### config.mk
export PLATFORM = sky130hd
export DESIGN_NAME = psfs_supervisor
export DESIGN_NICKNAME = d
export VERILOG_FILES = /design/src/psfs_pkg.sv /design/src/psfs_supervisor.sv
export SDC_FILE = /design/constraint.sdc
export NUM_CORES = 1
export LEC_CHECK = 0
export ABC_CLOCK_PERIOD_IN_PS = 1770
export BUFFER_PORTS_ARGS = -buffer_cell sky130_fd_sc_hd__clkbuf_2
export CORE_ASPECT_RATIO = 1.2
export CORE_MARGIN = 3
export CORE_UTILIZATION = 52
export CTS_BUF_LIST = sky130_fd_sc_hd__clkbuf_8 sky130_fd_sc_hd__clkbuf_16
export CTS_CLUSTER_SIZE = 16
export DETAILED_ROUTE_END_ITERATION = 8
export PLACE_DENSITY = 0.71
export RECOVER_POWER = 100
export SETUP_SLACK_MARGIN = 0.15
export SLEW_MARGIN = 10
export SYNTH_ARGS = -nofsm -noshare
export SYNTH_HDL_FRONTEND = slang
export SYNTH_SLANG_ARGS = --single-unit
export TNS_END_PERCENT = 50
### constraint.sdc
create_clock -name clk_sys_i -period 1.77 [get_ports clk_sys_i]
set_clock_uncertainty 0.15 [all_clocks]
set_input_delay 0.2655 -clock clk_sys_i [delete_from_list [all_inputs] [get_ports clk_sys_i]]
set_output_delay 0.2655 -clock clk_sys_i [all_outputs]
set_load 0.01 [all_outputs]
### src/psfs_pkg.sv
// Package for the sequencing and fault supervisor: timing, flag layout, states
package psfs_pkg;
  localparam int unsigned CLK_HZ        = 200_000_000;
  localparam int unsigned GOOD_DELAY_US = 1000;
  localparam int unsigned GOOD_DELAY_CYC = (CLK_HZ / 1_000_000) * GOOD_DELAY_US;
  localparam int unsigned FLAG_W        = 13;
  // Flag bit positions
  localparam int unsigned F_UV5    = 0;
  localparam int unsigned F_IN12_UNDERVOLT_FLAG   = 1;
  localparam int unsigned F_FUSE12_OVERCURRENT_FLAG   = 2;
  localparam int unsigned F_OC5    = 3;
  localparam int unsigned F_REG_0V9_OVERCURRENT_FLAG   = 4;
  localparam int unsigned F_REG_3V3_OVERCURRENT_FLAG   = 5;
  localparam int unsigned F_REG_0V9_UNDERVOLT_FLAG   = 6;
  localparam int unsigned F_REG_3V3_UNDERVOLT_FLAG   = 7;
  localparam int unsigned F_TW12   = 8;
  localparam int unsigned F_TW5    = 9;
  localparam int unsigned F_TW09   = 10;
  localparam int unsigned F_OT5    = 11;
  localparam int unsigned F_FUSE12_OVERTEMP_FLAG   = 12;
  localparam logic [12:0] FLAGS_RST = 13'h0000;

  typedef enum logic [1:0] {PSFS_OFF, PSFS_RAMP, PSFS_ON} psfs_fuse_type;

  // Raw analog comparator and monitor inputs
  typedef struct packed {
    logic in5_above_uv;
    logic in12_above_uv;
    logic rail_above_uv;
    logic rail_above_2v5;
    logic out33_good;
    logic out09_good;
    logic fuse12_overcurrent_flag;
    logic oc5;
    logic reg_0v9_overcurrent_flag;
    logic reg_3v3_overcurrent_flag;
    logic tw12;
    logic tw5;
    logic tw09;
    logic fuse12_overtemp_flag;
    logic ot5;
    logic ot09;
    logic en09;
    logic pdis;
  } psfs_sense_type;
  localparam int unsigned SENSE_W = 18;
endpackage : psfs_pkg

### src/psfs_supervisor.sv
// Power sequencing and fault supervisor logic
// Overview of operation
// - 5 V input above undervoltage threshold starts 5 V e-fuse ramp
// - 12 V input above threshold ramps 12 V e-fuse, independently of 5 V
// - 3.3 V regulator starts by itself once supply rail exceeds turn-on level
// - 3.3 V good output rises 1 ms after output last seen good
// - 0.9 V regulator stays off until enable pin high, starts afterwards
// - 0.9 V good output rises 1 ms after output last seen good
// - Input undervoltage opens its fuse only, interrupts, latches flag, regulators stay
// - Both inputs failed opens both fuses, logic continues from supply rail
// - No control turns off 3.3 V regulator while its rail is present
// - Force bit holds 3.3 V low-side switch on continuously, no switching
// - 0.9 V output undervoltage drops its good, interrupts, latches flag, stays enabled
// - 3.3 V output undervoltage drops its good, interrupts, latches flag, stays enabled
// - Overcurrent keeps output limited, interrupts, latches flag; ignored during ramp
// - 12 V warning only flags; 12 V overtemperature also opens 12 V fuse
// - 5 V warning only flags; 5 V overtemperature also opens 5 V fuse
// - 0.9 V warning flags; 0.9 V overtemperature sets both fuse overtemp flags
// - Rail below 2.5 V disables regulators, drops goods, no interrupt, no flag
// - Enabled power-disable pin high opens fuses, interrupts; state flag follows pin
`timescale 1ns/1ps
module psfs_supervisor #(
  parameter int unsigned GOOD_DELAY = psfs_pkg::GOOD_DELAY_CYC
) (
  input  wire logic                          clk_sys_i,
  input  wire logic                          nrst_i,
  input  wire logic [psfs_pkg::SENSE_W-1:0]  sense_i,
  input  wire logic                          pdis_feature_en_i,
  input  wire logic                          reg_3v3_force_lowside_i,
  input  wire logic [psfs_pkg::FLAG_W-1:0]   flag_clear_i,
  output logic                               fuse5_close_o,
  output logic                               fuse12_close_o,
  output logic                               fuse5_ramping_o,
  output logic                               fuse12_ramping_o,
  output logic                               reg_3v3_enable_o,
  output logic                               reg_3v3_lowside_hold_o,
  output logic                               reg_0v9_enable_o,
  output logic                               good_3v3_o,
  output logic                               good_0v9_o,
  output logic                               fault_irq_n_o,
  output logic [psfs_pkg::FLAG_W-1:0]        status_flags_o,
  output logic                               power_disable_state_flag_o
);
  localparam int unsigned CW = $clog2(GOOD_DELAY + 1);
  localparam logic [CW-1:0] GOOD_LAST = CW'(GOOD_DELAY - 1);

  // Three-stage synchroniser; first stage read only by second
  logic [psfs_pkg::SENSE_W-1:0] s1_q, s2_q, s3_q, filt_q, filt_d;
  always_ff @(posedge clk_sys_i) begin
    if (!nrst_i) begin
      s1_q   <= '0;
      s2_q   <= '0;
      s3_q   <= '0;
      filt_q <= '0;
    end else begin
      s1_q   <= sense_i;
      s2_q   <= s1_q;
      s3_q   <= s2_q;
      filt_q <= filt_d;
    end
  end
  // Change counts once stages two and three agree
  assign filt_d = (s2_q & s3_q) | (filt_q & (s2_q | s3_q));

  psfs_pkg::psfs_sense_type sn;
  assign sn = psfs_pkg::psfs_sense_type'(filt_q);

  wire pdis_active = pdis_feature_en_i & sn.pdis;
  wire rail_ok     = sn.rail_above_2v5 & sn.rail_above_uv;

  // E-fuse state machines
  psfs_pkg::psfs_fuse_type f5_q, f5_d, f12_q, f12_d;
  logic ot5_open_q, fuse12_overtemp_flag_open_q;
  wire f5_allow  = sn.in5_above_uv & ~ot5_open_q & ~pdis_active;
  wire f12_allow = sn.in12_above_uv & ~fuse12_overtemp_flag_open_q & ~pdis_active;

  // Ramp ends when the fuse leaves current limit
  always_comb begin
    f5_d = f5_q;
    unique case (f5_q)
      psfs_pkg::PSFS_OFF:  if (f5_allow) f5_d = psfs_pkg::PSFS_RAMP;
      psfs_pkg::PSFS_RAMP: if (!f5_allow) f5_d = psfs_pkg::PSFS_OFF;
                           else if (!sn.oc5) f5_d = psfs_pkg::PSFS_ON;
      psfs_pkg::PSFS_ON:   if (!f5_allow) f5_d = psfs_pkg::PSFS_OFF;
    endcase
  end
  always_comb begin
    f12_d = f12_q;
    unique case (f12_q)
      psfs_pkg::PSFS_OFF:  if (f12_allow) f12_d = psfs_pkg::PSFS_RAMP;
      psfs_pkg::PSFS_RAMP: if (!f12_allow) f12_d = psfs_pkg::PSFS_OFF;
                           else if (!sn.fuse12_overcurrent_flag) f12_d = psfs_pkg::PSFS_ON;
      psfs_pkg::PSFS_ON:   if (!f12_allow) f12_d = psfs_pkg::PSFS_OFF;
    endcase
  end

  // Overtemperature open holds until the die cools below threshold
  always_ff @(posedge clk_sys_i) begin
    if (!nrst_i) begin
      f5_q        <= psfs_pkg::PSFS_OFF;
      f12_q       <= psfs_pkg::PSFS_OFF;
      ot5_open_q  <= 1'b0;
      fuse12_overtemp_flag_open_q <= 1'b0;
    end else begin
      f5_q        <= f5_d;
      f12_q       <= f12_d;
      ot5_open_q  <= sn.ot5;
      fuse12_overtemp_flag_open_q <= sn.fuse12_overtemp_flag;
    end
  end

  // Regulators: 3.3 V has no off control; only rail loss stops it
  logic r33_en_q, r09_en_q, r33_ramp_q, r09_ramp_q;
  wire r33_en_d = rail_ok;
  wire r09_en_d = rail_ok & sn.en09;
  always_ff @(posedge clk_sys_i) begin
    if (!nrst_i) begin
      r33_en_q   <= 1'b0;
      r09_en_q   <= 1'b0;
      r33_ramp_q <= 1'b0;
      r09_ramp_q <= 1'b0;
    end else begin
      r33_en_q   <= r33_en_d;
      r09_en_q   <= r09_en_d;
      r33_ramp_q <= r33_en_d & (r33_ramp_q | ~r33_en_q) & ~sn.out33_good;
      r09_ramp_q <= r09_en_d & (r09_ramp_q | ~r09_en_q) & ~sn.out09_good;
    end
  end

  // Good delay counters restart on every drop below threshold
  logic [CW-1:0] c33_q, c09_q;
  logic g33_q, g09_q, was33_q, was09_q;
  // Qualified by this cycle's enable too, so a rail loss drops good with the enable
  wire ok33 = r33_en_q & r33_en_d & sn.out33_good;
  wire ok09 = r09_en_q & r09_en_d & sn.out09_good;
  always_ff @(posedge clk_sys_i) begin
    if (!nrst_i) begin
      c33_q   <= '0;
      c09_q   <= '0;
      g33_q   <= 1'b0;
      g09_q   <= 1'b0;
      was33_q <= 1'b0;
      was09_q <= 1'b0;
    end else begin
      c33_q   <= !ok33 ? '0 : (c33_q == GOOD_LAST ? c33_q : c33_q + 1'b1);
      c09_q   <= !ok09 ? '0 : (c09_q == GOOD_LAST ? c09_q : c09_q + 1'b1);
      g33_q   <= ok33 & (c33_q == GOOD_LAST);
      g09_q   <= ok09 & (c09_q == GOOD_LAST);
      was33_q <= g33_q;
      was09_q <= g09_q;
    end
  end

  // Undervoltage of an output only counts once it had been good
  wire reg_3v3_undervolt_flag_evt = was33_q & ~sn.out33_good & rail_ok;
  wire reg_0v9_undervolt_flag_evt = was09_q & ~sn.out09_good & rail_ok;

  logic [psfs_pkg::FLAG_W-1:0] ev, flags_q;
  logic in5_seen_q, in12_seen_q;
  always_comb begin
    ev = '0;
    ev[psfs_pkg::F_UV5]  = in5_seen_q & ~sn.in5_above_uv;
    ev[psfs_pkg::F_IN12_UNDERVOLT_FLAG] = in12_seen_q & ~sn.in12_above_uv;
    ev[psfs_pkg::F_FUSE12_OVERCURRENT_FLAG] = sn.fuse12_overcurrent_flag & (f12_q == psfs_pkg::PSFS_ON);
    ev[psfs_pkg::F_OC5]  = sn.oc5 & (f5_q == psfs_pkg::PSFS_ON);
    ev[psfs_pkg::F_REG_0V9_OVERCURRENT_FLAG] = sn.reg_0v9_overcurrent_flag & r09_en_q & ~r09_ramp_q;
    ev[psfs_pkg::F_REG_3V3_OVERCURRENT_FLAG] = sn.reg_3v3_overcurrent_flag & r33_en_q & ~r33_ramp_q;
    ev[psfs_pkg::F_REG_0V9_UNDERVOLT_FLAG] = reg_0v9_undervolt_flag_evt;
    ev[psfs_pkg::F_REG_3V3_UNDERVOLT_FLAG] = reg_3v3_undervolt_flag_evt;
    ev[psfs_pkg::F_TW12] = sn.tw12;
    ev[psfs_pkg::F_TW5]  = sn.tw5;
    ev[psfs_pkg::F_TW09] = sn.tw09;
    ev[psfs_pkg::F_OT5]  = sn.ot5 | sn.ot09;
    ev[psfs_pkg::F_FUSE12_OVERTEMP_FLAG] = sn.fuse12_overtemp_flag | sn.ot09;
  end

  // Set wins over a clear in the same cycle
  wire [psfs_pkg::FLAG_W-1:0] flags_d = ev | (flags_q & ~flag_clear_i);
  logic irq_n_q, pdis_q;
  always_ff @(posedge clk_sys_i) begin
    if (!nrst_i) begin
      flags_q     <= psfs_pkg::FLAGS_RST;
      in5_seen_q  <= 1'b0;
      in12_seen_q <= 1'b0;
      irq_n_q     <= 1'b1;
      pdis_q      <= 1'b0;
    end else begin
      flags_q     <= flags_d;
      in5_seen_q  <= sn.in5_above_uv;
      in12_seen_q <= sn.in12_above_uv;
      irq_n_q     <= ~(|flags_d | pdis_active);
      pdis_q      <= sn.pdis;
    end
  end

  assign fuse5_close_o              = (f5_q != psfs_pkg::PSFS_OFF);
  assign fuse12_close_o             = (f12_q != psfs_pkg::PSFS_OFF);
  assign fuse5_ramping_o            = (f5_q == psfs_pkg::PSFS_RAMP);
  assign fuse12_ramping_o           = (f12_q == psfs_pkg::PSFS_RAMP);
  assign reg_3v3_enable_o           = r33_en_q;
  // Parked regulator: low side held on, grounding the switch node
  assign reg_3v3_lowside_hold_o     = r33_en_q & reg_3v3_force_lowside_i;
  assign reg_0v9_enable_o           = r09_en_q;
  assign good_3v3_o                 = g33_q;
  assign good_0v9_o                 = g09_q;
  assign fault_irq_n_o              = irq_n_q;
  assign status_flags_o             = flags_q;
  assign power_disable_state_flag_o = pdis_q;
endmodule : psfs_supervisor

# ---- After elaboration in Yosys (flattened, before gate mapping)
# Index checks and enable logic that the tools add are counted.
# Widths: inputs -> output; s select.
dict set report word_totals {
  regBits 139
  in_bits 35
  out_inout_bits 24
  word_cells 110
}
dict set report op_classes {
  n_addsub 2
  n_eq_ne 12
  mux 10
  bitwise_logic 54
  n_reduce_logical 9
}
# operator count
set ops {}
lappend ops {{$add 18x1->18 const B} 2}
lappend ops {{$and 18x18->18} 2}
lappend ops {{$eq 18x18->1 const B} 2}
lappend ops {{$or 18x18->18} 2}
lappend ops {{$and 1x1->1} 30}
lappend ops {{$mux 2} 8}
lappend ops {{$and 13x13->13} 1}
lappend ops {{$not 13->13} 1}
lappend ops {{$or 13x13->13} 1}
lappend ops {{$reduce_or 13->1} 1}
lappend ops {{$not 1->1} 12}
lappend ops {{$pmux 2 s3} 2}
lappend ops {{$ne 2x2->1 const B} 4}
lappend ops {{$ne 3x3->1 const B} 2}
lappend ops {{$reduce_and 3->1} 2}
lappend ops {{$or 1x1->1} 5}
lappend ops {{$eq 2x1->1 const B} 2}
lappend ops {{$eq 2x2->1 const B} 2}
lappend ops {{$logic_not 2->1} 2}
lappend ops {{$reduce_and 2->1} 2}
lappend ops {{$reduce_bool 2->1} 2}

# ---- Logic depth before layout (Yosys ltp)
# Gate-level depths: netlist of the first run.
dict set report depth {
  word_depth 7
  mapped_depth 6
  ltp_nobuf 6
}

# ---- Worst setup path before layout of the first run
# No wires, ideal clock.
dict set report synth_timing {
  path_kind {register to register}
  startpoint {register c09_q[14]}
  endpoint {register c09_q[2]}
  setup_time_ns 0.072
  arrival_time_ns 1.714
  setup_slack_ns -0.165
  path_stages_with_launch 5
  path_buffers 0
  synth_period_minus_slack_ns 1.935
  cell_sequence {dfxtp_1 -> or4b_4 -> or4_4 -> o21ai_2 -> mux2i_1}
}
dict set report synth_between {
  elab_chain_cells 1
}
# element line
set synth_lines {}
lappend synth_lines {{from (decl)} psfs_supervisor.sv:131} ;# logic [CW-1:0] c33_q, c09_q;
lappend synth_lines {{from (signal assigned)} psfs_supervisor.sv:146} ;# c09_q <= !ok09 ? '0 : (c09_q == GOOD_LAST ? c09_q : c09_q + 1'b1);
lappend synth_lines {{$eq 18x18->1} psfs_supervisor.sv:146}
# No other way between the ends.
# A chain may end at the register's enable or synchronous reset.

# ---- Worst setup path in the final report of the first run
dict set report layout_timing {
  startpoint {register c09_q[15]}
  endpoint {register c09_q[2]}
}
# Same word-level chain as after synthesis.

==> key figures, run 1 <==
Logic synthesis
  – Top cells by area, synth: dfxtp_1 (55%), and2_1 (8.3%), a21oi_1 (3.8%)
  – Number of synthesized register bits: 139
  – Synthesis warning total: 0
  – Synth unique cells: 51
  – Seq/Total Area, Yosys: 54.9%
  – Cell taking the most area after synthesis: dfxtp_1
  – Yosys top cell area share: approximately 55%
  – Post-synthesis instance area: around 5100 um^2
  – EDFF count, synth: 0
  – Syn Nets: 573
  – Post-synth ARST share: 0%
  – Cells after Synth: between 500 and 600
  – Main flop type after synthesis: dfxtp_1
  – Synth Area per Inst: 9.56 um^2

Placed design
  – DPL Wire Length: 7.02 mm
  – Post-DP Area: between 5000 and 6000 um^2
  – RePlAce Congestion: 0.833
  – Placement Setup Slack: -0.175 ns
  – Port buffer count: 58
  – Placed insts: 745

Critical path
  – Worst Setup End Kind: register
  – CP Class: reg2reg
  – Crit-path slowest cell: or4_4
  – CP required: a little over 2 ns
  – Arr. time, crit path: between 2 and 2.5 ns
  – Critical Path, Cell by Cell: or4b_4 > or4_4 > o21ai_2 > mux2i_1
  – Max stage delay on crit path: around 0.56 ns
  – CP top delay family: simple AND/OR/NAND/NOR gates
  – CP Launch Type: register
  – Crit path max fanout: 5
  – Crit path buffers/inverters: 0

Floorplan
  – Initial Util: 54.6%
  – Die width: a little under 100 um
  – Placement Rows: 38
  – Die area: 11,000 um^2
  – Top Ports: 59
  – Core Region: 9270 um^2
  – Die Ht: 114 um

STA
  – Final setup fails: 17
  – Slew headroom: 57.1%
  – Setup TNS: -1.72 ns
  – Worst-margin pin slew: around 0.64 ns
  – Max-slew violation count: 0
  – Final worst slack: -0.193 ns
  – Final-report hold violation count: 0
  – Final period utilization: 111%
  – Minimum clock period: between 1.5 and 2 ns
  – RSZ-0062 raised after global routing: yes
  – Peak Freq: 0.509 GHz

Final layout
  – Most frequent cells in the layout: dfxtp_1 (119), buf_4 (51), and2_1 (41)
  – Synthesis-to-finish area growth: 41.9%
  – Most common cell after layout, fill and taps aside: dfxtp_1
  – Final Instance Area: 7190 um^2
  – Non-filler cells, final: 824
  – Final nets: approximately 740
  – Finished Core Util: between 70 and 80%
  – Ant diodes: 0
  – Share of cells above drive strength 1: 29.4%

CTS
  – TritonCTS clock tree: built
  – Clock Latency Late Sink: 0.52 ns
  – Clk slew on worst S/H paths: around 0.060 ns
  – CTS Buf Count: 17
  – Clock Tree Root: clkbuf_8
  – H-tree Lvls: 4
  – CTS Sinks: about 140
  – Longest Clk Path Bufs: 2

GRT
  – Grt total ovfl: 0
  – Largest net degree at the start of global routing: 49
  – Vias in the first global route: 4,331
  – Initial antenna violation count: 0
  – First-pass GRT wire length: roughly 19 mm
  – Total GRT Usage: 22.3%

Power and ir drop
  – Pint: approximately 5.7 mW
  – Sw Share: about a fifth
  – Worst VDD drop: 0.919 mV
  – Clock share of power: about half
  – Lkg Pwr: about 2.7 nW
  – PwrDens: 985 nW/um^2
  – Comb pwr share: just under 4%
  – Sequential share of power: 45.3%
  – P_sw: 1.40 mW

Run status
  – Status: finished with violations
  – Failing checks: setup timing

Detailed routing
  – Avg Vias per Cell: 5.19
  – DRT iter0 DRCs: approximately 230
  – Routed vias: 4,280
  – Drt first pass iters: 5
  – Final routed DRC violation total: 0
  – DR WL/cell: approximately 14 um
  – Routed WL: ~12 mm
  – Routed Antenna Nets: 0

Min path
  – Hold Path Class: in2reg

Run
  – Maxcap violations: 0
==> final timing paths <==
path	startpoint	to	slack, ns	cells past startpoint
hold reg to reg	s1_q[16]	s2_q[16]	0.28	1
setup / recovery	c09_q[15]	c09_q[2]	-0.19	4
setup reg to reg	c09_q[15]	c09_q[2]	-0.19	4
hold / removal	nrst_i	fault_irq_n_o	0.11	3
==> per-layer routing <==
layer,GRT usage (%),part of all wire (%)
met5,0,0
met2,38.0,51
met3,6.31,3.9
met1,25.2,43
met4,11.2,2.1
==> repair_timing <==
item,4_1_cts,5_1_grt
endpoints found under the setup margin,32,40
gates resized for setup,56,47
setup buffers,13,3
hold buffers,32,0
pin swaps,28,25
endpoints found under the hold margin,32,0
==> power by group through the flow <==
stage / registers, mW / clock network, mW / logic (mW)
after detailed placement: 3.28 / 0 / 0.174
after global placement: 3.28 / 0 / 0.168
after floorplan: 3.27 / 0 / 0.0956
after CTS: 3.21 / 3.66 / 0.264
final: 3.21 / 3.60 / 0.277
after global routing: 3.22 / 3.80 / 0.306
==> worst reg2reg max path: cells and delay by family, from the launching register on <==
kind / cells / cell delay [ns]
simple gates: 2 / 1.10
flops: 1 / 0.31
mux: 1 / 0.18
compound gates: 1 / 0.15
==> final cells by class <==
| cell class | instances | area, um^2 |
|---|---|---|
| tap | 120 | 150 |
| multi-input combinational | 352 | 2410 |
| inverter | 24 | 97.6 |
| timing repair buffer | 158 | 1100 |
| sequential | 139 | 2820 |
| clock inverter | 10 | 138 |
| fill | 618 | 2080 |
| clock buffer | 21 | 480 |
==> cell families after synthesis <==
| family | count (synthesis) | synth area share, % |
|---|---|---|
| and+or+nand+nor | 229 | 26.0 |
| DFF | 139 | 54.9 |
| AOI/OAI and AO/OA | 98 | 11.1 |
| buffers and inverters | 39 | 2.91 |
| xor gates and xnor gates | 14 | 2.42 |
| adders and majority gates | 8 | 1.98 |
| muxes | 3 | 0.593 |
==> sequential cells by signal (all words and copies together), names as in the netlist, 2 cells and up <==
| signal | count |
|---|---|
| c09_q | 18 |
| c33_q | 18 |
| f12_q | 2 |
| f5_q | 2 |
| filt_q | 18 |
| s1_q | 18 |
| s2_q | 18 |
| s3_q | 18 |
| status_flags_o | 13 |
==> per-stage QoR <==
step	total power, mW	hold WS [ns]
final	7.08	0.109
after detailed placement	3.45	0.268
after global routing	7.32	0.130
after floorplan	3.37	0.243
after global placement	3.44	0.264
after CTS	7.13	0.0438
==> synth_stat cells (2+ instances only) <==
master and instances:
nand2b_1 2, or4b_4 2, nor4_1 4, nand3_1 21
clkbuf_1 13, nand4_1 10, dfxtp_1 139, inv_1 24
a21boi_0 3, a31oi_1 3, a2111o_1 2, a211oi_1 3
xnor2_1 11, and2_1 67, o22ai_1 3, nor3_1 12
o21ai_0 35, or4_4 2, or3_1 12, ha_1 8
nor2_1 25, or4_1 2, nand2_1 36, mux2i_1 3
xor2_1 3, and3_1 8, nor4b_1 3, nor4bb_1 2
a21oi_1 38, nand4b_1 2, nor2b_1 10, and4_1 3
(Power assumes the default switching activity.)
==> run 2, diff against run 1 <==
--- a/config.mk
+++ b/config.mk
@@ -8,7 +8,7 @@
 export ABC_CLOCK_PERIOD_IN_PS = 1770
 export BUFFER_PORTS_ARGS = -buffer_cell sky130_fd_sc_hd__clkbuf_2
 export CORE_ASPECT_RATIO = 1.2
-export CORE_MARGIN = 3
+export CORE_MARGIN = 2
 export CORE_UTILIZATION = 52
 export CTS_BUF_LIST = sky130_fd_sc_hd__clkbuf_8 sky130_fd_sc_hd__clkbuf_16
 export CTS_CLUSTER_SIZE = 16
==> run 2 against run 1 <==
  * Count of clock-buffer cells in the layout fell by 1
  * Non-clock buffer count fell by 12
  * Utilization fell by 5.1 points
  * Wire length fell by 4.4%
  * Die area fell by 3.8%
  * The flow still finishes with violations (setup timing)
  * Setup slack got worse by 0.058 ns
  * Largest cell class unchanged
  * Total power fell by 4.3%
  * Final area fell by 4.2%
  * Combinational power fell by 16%
  * Highest routed layer unchanged
  * Cell count fell by 0.97%
==> key figures, run 2 (same netlist as run 1, synthesis figures left out) <==
CTS
  – CTS Buf Count: 17
  – H-tree Lvls: 4
  – TritonCTS clock tree: built
  – Clock Latency Late Sink: 0.41 ns
  – Longest Clk Path Bufs: 2
  – Clock Tree Root: clkbuf_16
  – CTS Sinks: 139
  – Clk slew on worst S/H paths: 0.06 ns

Run status
  – Status: finished with violations
  – Failing checks: setup timing

STA
  – Minimum clock period: approximately 2.0 ns
  – RSZ-0062 raised after global routing: yes
  – Max-slew violation count: 0
  – Final-report hold violation count: 0
  – Final setup fails: 15
  – Final worst slack: -0.251 ns
  – Worst-margin pin slew: 1.31 ns
  – Hold Slack: roughly 0.015 ns
  – Peak Freq: 0.495 GHz
  – Final period utilization: 114%
  – Slew headroom: 12.9%

Floorplan
  – Core Region: 9520 um^2
  – Initial Util: between 50 and 60%
  – Die Ht: 112 um
  – Die area: ~11,000 um^2
  – Die width: 94.1 um
  – Top Ports: 59
  – Placement Rows: 39

Detailed routing
  – Routed vias: around 4,200
  – Routed WL: 11.2 mm
  – Drt first pass iters: 4
  – Routed Antenna Nets: 0
  – Avg Vias per Cell: 5.19
  – DRT iter0 DRCs: between 150 and 200
  – Final routed DRC violation total: 0
  – DR WL/cell: between 10 and 15 um

Critical path
  – CP Class: reg2reg
  – Crit path max fanout: 5
  – CP Launch Type: register
  – Arr. time, crit path: 2.20 ns
  – Worst Setup End Kind: register
  – CP required: 1.95 ns

Final layout
  – Final nets: 723
  – Finished Core Util: about 72%
  – Ant diodes: 0
  – Share of cells above drive strength 1: 26.1%
  – Final Instance Area: 6890 um^2
  – Most common cell after layout, fill and taps aside: dfxtp_1
  – Most frequent cells in the layout: dfxtp_1 (122), buf_4 (55), and2_1 (43)
  – Synthesis-to-finish area growth: 36.0%

Power and ir drop
  – PwrDens: 984 nW/um^2
  – Lkg Pwr: around 2.6 nW
  – Power Total: around 6.8 mW
  – Worst VDD drop: 0.757 mV

Placed design
  – Port buffer count: between 50 and 60
  – Post-DP Area: approximately 5900 um^2
  – RePlAce Congestion: 0.827
  – DPL Wire Length: just over 7 mm
  – Placement Setup Slack: -0.218 ns

GRT
  – Grt total ovfl: 0
  – Initial antenna violation count: 0
  – First-pass GRT wire length: 18.6 mm
  – Total GRT Usage: 22.2%
  – Largest net degree at the start of global routing: 39
  – Vias in the first global route: 4,115

Min path
  – Hold Path Class: in2reg

Run
  – Maxcap violations: 0
## run 2: changes by cell type in the layout (fill, tap and decap cells not counted), moves of 4 or more
cell / before / now
dlygate4sd3_1: 32 / 20
clkbuf_2: 40 / 35
inv_1: 19 / 24
a21oi_1: 31 / 35
a21oi_2: 7 / 3
buf_4: 51 / 55
## run 2: where the power goes
part	internal (mW)	leakage (nW)	switching, mW
clock network	2.03	0.287	1.30
logic	0.126	1.21	0.106
registers	3.19	1.14	0.0252
total	5.34	2.64	1.43
## run 2: final timing paths
| kind | slack [ns] | endpoint | from | depth (start not counted) |
|---|---|---|---|---|
| worst max register to register | -0.25 | c09_q[2] | c09_q[13] | 4 |
| worst max-delay path | -0.25 | c09_q[2] | c09_q[13] | 4 |
| worst min-delay path | 0.01 | status_flags_o[6] | flag_clear_i[6] | 3 |
| worst min register to register | 0.28 | s2_q[17] | s1_q[17] | 1 |
## run 2: routing by layer
metal / track usage, % / part of all wire [%] / vias to the layer above
met5: 0 / 0 / -
met1: 26.8 / 44 / 2001
li1: - / - / 2136
met2: 38.0 / 51 / 84
met3: 5.70 / 3.2 / 13
met4: 8.21 / 1.3 / 0
## run 2: worst max-delay path: stages (launching register included)
cell and delay (ns):
dfxtp_1 0.31, or4b_4 0.54, or4_4 0.58, o21ai_4 0.15, mux2i_1 0.21
## run 2: area by class of cell
class	count	area, um^2
sequential	139	2810
multi-input combinational	352	2300
inverter	24	90.1
timing repair buffer	146	977
clock buffer	20	467
fill	701	2630
tap	123	154
clock inverter	12	98.8
## run 2: repair_timing
item                                    in CTS  in global routing
hold endpoints to repair                    20                  0
endpoints found under the setup margin      31                 35
pin swaps                                   19                 18
gates resized for setup                     41                 34
setup buffers                               14                  4
hold buffers                                20                  0
## run 2: per-stage QoR
| stage | TNS, ns | std cells |
|---|---|---|
| finish | -1.97 | 816 |
| global route | -3.50 | 816 |
| CTS | -1.75 | 812 |
| detailed placement | -1.56 | 746 |
| global placement | -1.15 | 746 |
| floorplan | -0.568 | 530 |
==> run 3, diff against run 2 <==
--- a/config.mk
+++ b/config.mk
@@ -5,6 +5,7 @@
 export SDC_FILE = /design/constraint.sdc
 export NUM_CORES = 1
 export LEC_CHECK = 0
+export ABC_AREA = 1
 export ABC_CLOCK_PERIOD_IN_PS = 1770
 export BUFFER_PORTS_ARGS = -buffer_cell sky130_fd_sc_hd__clkbuf_2
 export CORE_ASPECT_RATIO = 1.2
==> constraint.sdc (replaced) <==
create_clock -name clk_sys_i -period 1.77 [get_ports clk_sys_i]
set_clock_uncertainty 0.15 [all_clocks]
set_input_delay 0.2655 -clock clk_sys_i [delete_from_list [all_inputs] [get_ports clk_sys_i]]
set_output_delay 0.2655 -clock clk_sys_i [all_outputs]
set_load 0.02 [all_outputs]
==> run 3 against run 2 <==
  * The flow now finishes without violations
  * Maximum frequency up 25%
  * Global-route usage down 1.6 points
  * Final area about the same
  * Register-to-register slack better by 0.43 ns
  * Cell count up 20%
  * Highest routed layer unchanged
  * Clock power up 12%
  * Synthesized cell count up 40%
  * Sequential power up 1%
  * Via count up 11%
  * Total power up 10%
==> key figures, run 3 <==
Detailed routing
  – Routed WL: 10.8 mm
  – Routed vias: 4,717
  – Routed Antenna Nets: 0
  – Drt first pass iters: 5
  – Final routed DRC violation total: 0
  – DR WL/cell: around 11 um
  – DRT iter0 DRCs: 134
  – Avg Vias per Cell: between 4 and 5

Power and ir drop
  – Worst VDD drop: roughly 0.66 mV
  – PwrDens: 1090 nW/um^2
  – Lkg Pwr: 3.13 nW
  – Power Total: 7.47 mW

GRT
  – Vias in the first global route: 4,594
  – Total GRT Usage: 20.7%
  – Largest net degree at the start of global routing: between 80 and 90
  – First-pass GRT wire length: 19.1 mm
  – Grt total ovfl: 0
  – Initial antenna violation count: 0

STA
  – Setup TNS: 0 ns
  – Final worst slack: 0.154 ns
  – RSZ-0062 raised after global routing: yes
  – Final-report hold violation count: 0
  – Worst-margin pin slew: 0.775 ns
  – Hold Slack: 0.0503 ns
  – Final period utilization: 91.3%
  – Max-slew violation count: 0
  – Final setup fails: 0
  – Slew headroom: 48.3%
  – Minimum clock period: between 1.5 and 2 ns
  – Peak Freq: 0.619 GHz

CTS
  – CTS Buf Count: 17
  – CTS Sinks: 139
  – TritonCTS clock tree: built
  – Clk slew on worst S/H paths: 0.06 ns
  – Clock Tree Root: clkbuf_16
  – Longest Clk Path Bufs: 2
  – H-tree Lvls: 4
  – Clock Latency Late Sink: about 0.41 ns

Logic synthesis
  – Yosys top cell area share: 51.1%
  – Synthesis warning total: 0
  – Syn Nets: 786
  – Synth unique cells: 27
  – Synth cell count leaders: nand2_1 (176), inv_1 (141), dfxtp_1 (139), nor2_1 (99), a21oi_1 (53)
  – Number of synthesized register bits: 139
  – Seq/Total Area, Yosys: 51.1%
  – Post-synth ARST share: 0%
  – Synth Area per Inst: 7.32 um^2
  – Cells after Synth: 743
  – Main combinational cell family by area after synthesis: simple AND/OR/NAND/NOR gates
  – EDFF count, synth: 0
  – Post-synthesis compound-gate area fraction: 8.46%
  – Post-synthesis instance area: 5440 um^2
  – Synth Area in Simple Gates: 26.0%
  – Most numerous cell in the Yosys netlist: nand2_1
  – Adder-cell share of the synthesized area: 1.84%
  – Main flop type after synthesis: dfxtp_1
  – Top cells by area, synth: dfxtp_1 (51%), nand2_1 (12%), inv_1 (9.7%)
  – Mux share of post-synthesis cell area: 0%
  – XOR/XNOR Fraction of Synth Area: approximately 1.6%
  – Cell taking the most area after synthesis: dfxtp_1

Critical path
  – CP required: 1.35 ns
  – CP Class: reg2out
  – Crit-path slowest cell: dfxtp_1
  – Crit path buffers/inverters: 3
  – Worst Setup End Kind: output port
  – Crit path max fanout: 3
  – CP top delay family: flip-flops
  – Arr. time, crit path: 1.20 ns
  – Critical Path, Cell by Cell: inv_1 > ha_2 > inv_2 > buf_8
  – CP Launch Type: register
  – Max stage delay on crit path: 0.36 ns

Min path
  – Hold Path Class: in2reg

Placed design
  – DPL Wire Length: 7.12 mm
  – RePlAce Congestion: 0.926
  – Placement Setup Slack: about 0.18 ns
  – Port buffer count: 58

Floorplan
  – Die width: 97.4 um
  – Top Ports: 59
  – Initial Util: between 50% and 60%
  – Placement Rows: 40
  – Die area: ~11,000 um^2
  – Core Region: 10,100 um^2
  – Die Ht: 116 um

Final layout
  – Ant diodes: 0
  – Synthesis-to-finish area growth: 26.5%
  – Most common cell after layout, fill and taps aside: nand2_1
  – Most frequent cells in the layout: nand2_1 (173), inv_1 (140), dfxtp_1 (133)
  – Final nets: about 890
  – Share of cells above drive strength 1: a little over an eighth

Run
  – Maxcap violations: 0

Run status
  – Status: finished, final reports clean
-- run 3: cell count changes after synthesis, sizes merged, moves of 5 or more --
cell | before | now
nand2 | 36 | 176
inv | 24 | 145
nor2 | 25 | 104
and2 | 67 | 2
nand3 | 22 | 43
a21oi | 38 | 53
or3 | 13 | 0
nor2b | 10 | 0
and3 | 8 | 0
xnor2 | 11 | 4
nor3 | 12 | 6
clkbuf | 13 | 8
nand4 | 10 | 5
nor4 | 5 | 0
-- run 3: worst paths after layout --
| path | depth (start not counted) | start | slack (ns) | to |
|---|---|---|---|---|
| max | 4 | f12_q[0] | 0.15 | fuse12_close_o |
| min | 4 | flag_clear_i[7] | 0.05 | status_flags_o[7] |
| max reg2reg | 8 | c09_q[0] | 0.18 | c09_q[0] |
| min reg2reg | 2 | s1_q[5] | 0.26 | s2_q[5] |
-- run 3: layout make-up --
type / instances / area (um^2)
tap: 126 / 158
sequential: 139 / 2790
timing repair buffer: 93 / 627
inverter: 145 / 547
clock inverter: 14 / 193
clock buffer: 18 / 439
fill: 840 / 3230
multi-input combinational: 447 / 2130
-- run 3: power by group --
group / internal, mW / switching, mW
registers: 3.21 / 0.0387
logic: 0.244 / 0.262
clock network: 2.40 / 1.32
-- run 3: per-layer routing --
metal  part of all wire [%]  global-route usage (%)
met3                    4.4                    6.27
met1                     43                    22.4
met4                    2.2                    8.70
met2                     51                    37.7
met5                      0                       0
-- run 3: stage by stage --
step	instance area (um^2)	std cells	util [%]
after floorplan	5440	743	-
after global placement	5870	918	58.1
after detailed placement	5870	918	58.1
after CTS	6820	979	67.5
after global routing	6880	982	68.1
final	6880	982	68.1
-- run 3: cells by family (layout without fill, tap and decap cells) --
| logic type | Yosys count | count (layout) |
|---|---|---|
| buffers and inverters | 157 | 270 |
| AND/OR/NAND/NOR | 339 | 339 |
| adder cells (fa/ha/maj) | 8 | 8 |
| XOR/XNOR | 10 | 10 |
| AO/OA/AOI/OAI | 90 | 90 |
| flip-flops | 139 | 139 |
-- run 3: timing repair --
| action | in CTS | in global routing |
|---|---|---|
| setup buffers | 0 | 3 |
| hold endpoints to repair | 29 | 0 |
| hold buffers | 29 | 0 |
| gates resized for setup | 11 | 34 |
| setup endpoints to repair | 5 | 24 |
| pin swaps | 0 | 4 |
-- run 3: worst register-to-register path, cell delays in order (launching register included) --
cell and delay [ns]:
dfxtp_1 0.45, ha_4 0.19, nand2_1 0.07, nor2_2 0.11
nand2_2 0.10, nor2_2 0.13, nand3_1 0.14, nand3_1 0.11
nand2_1 0.05
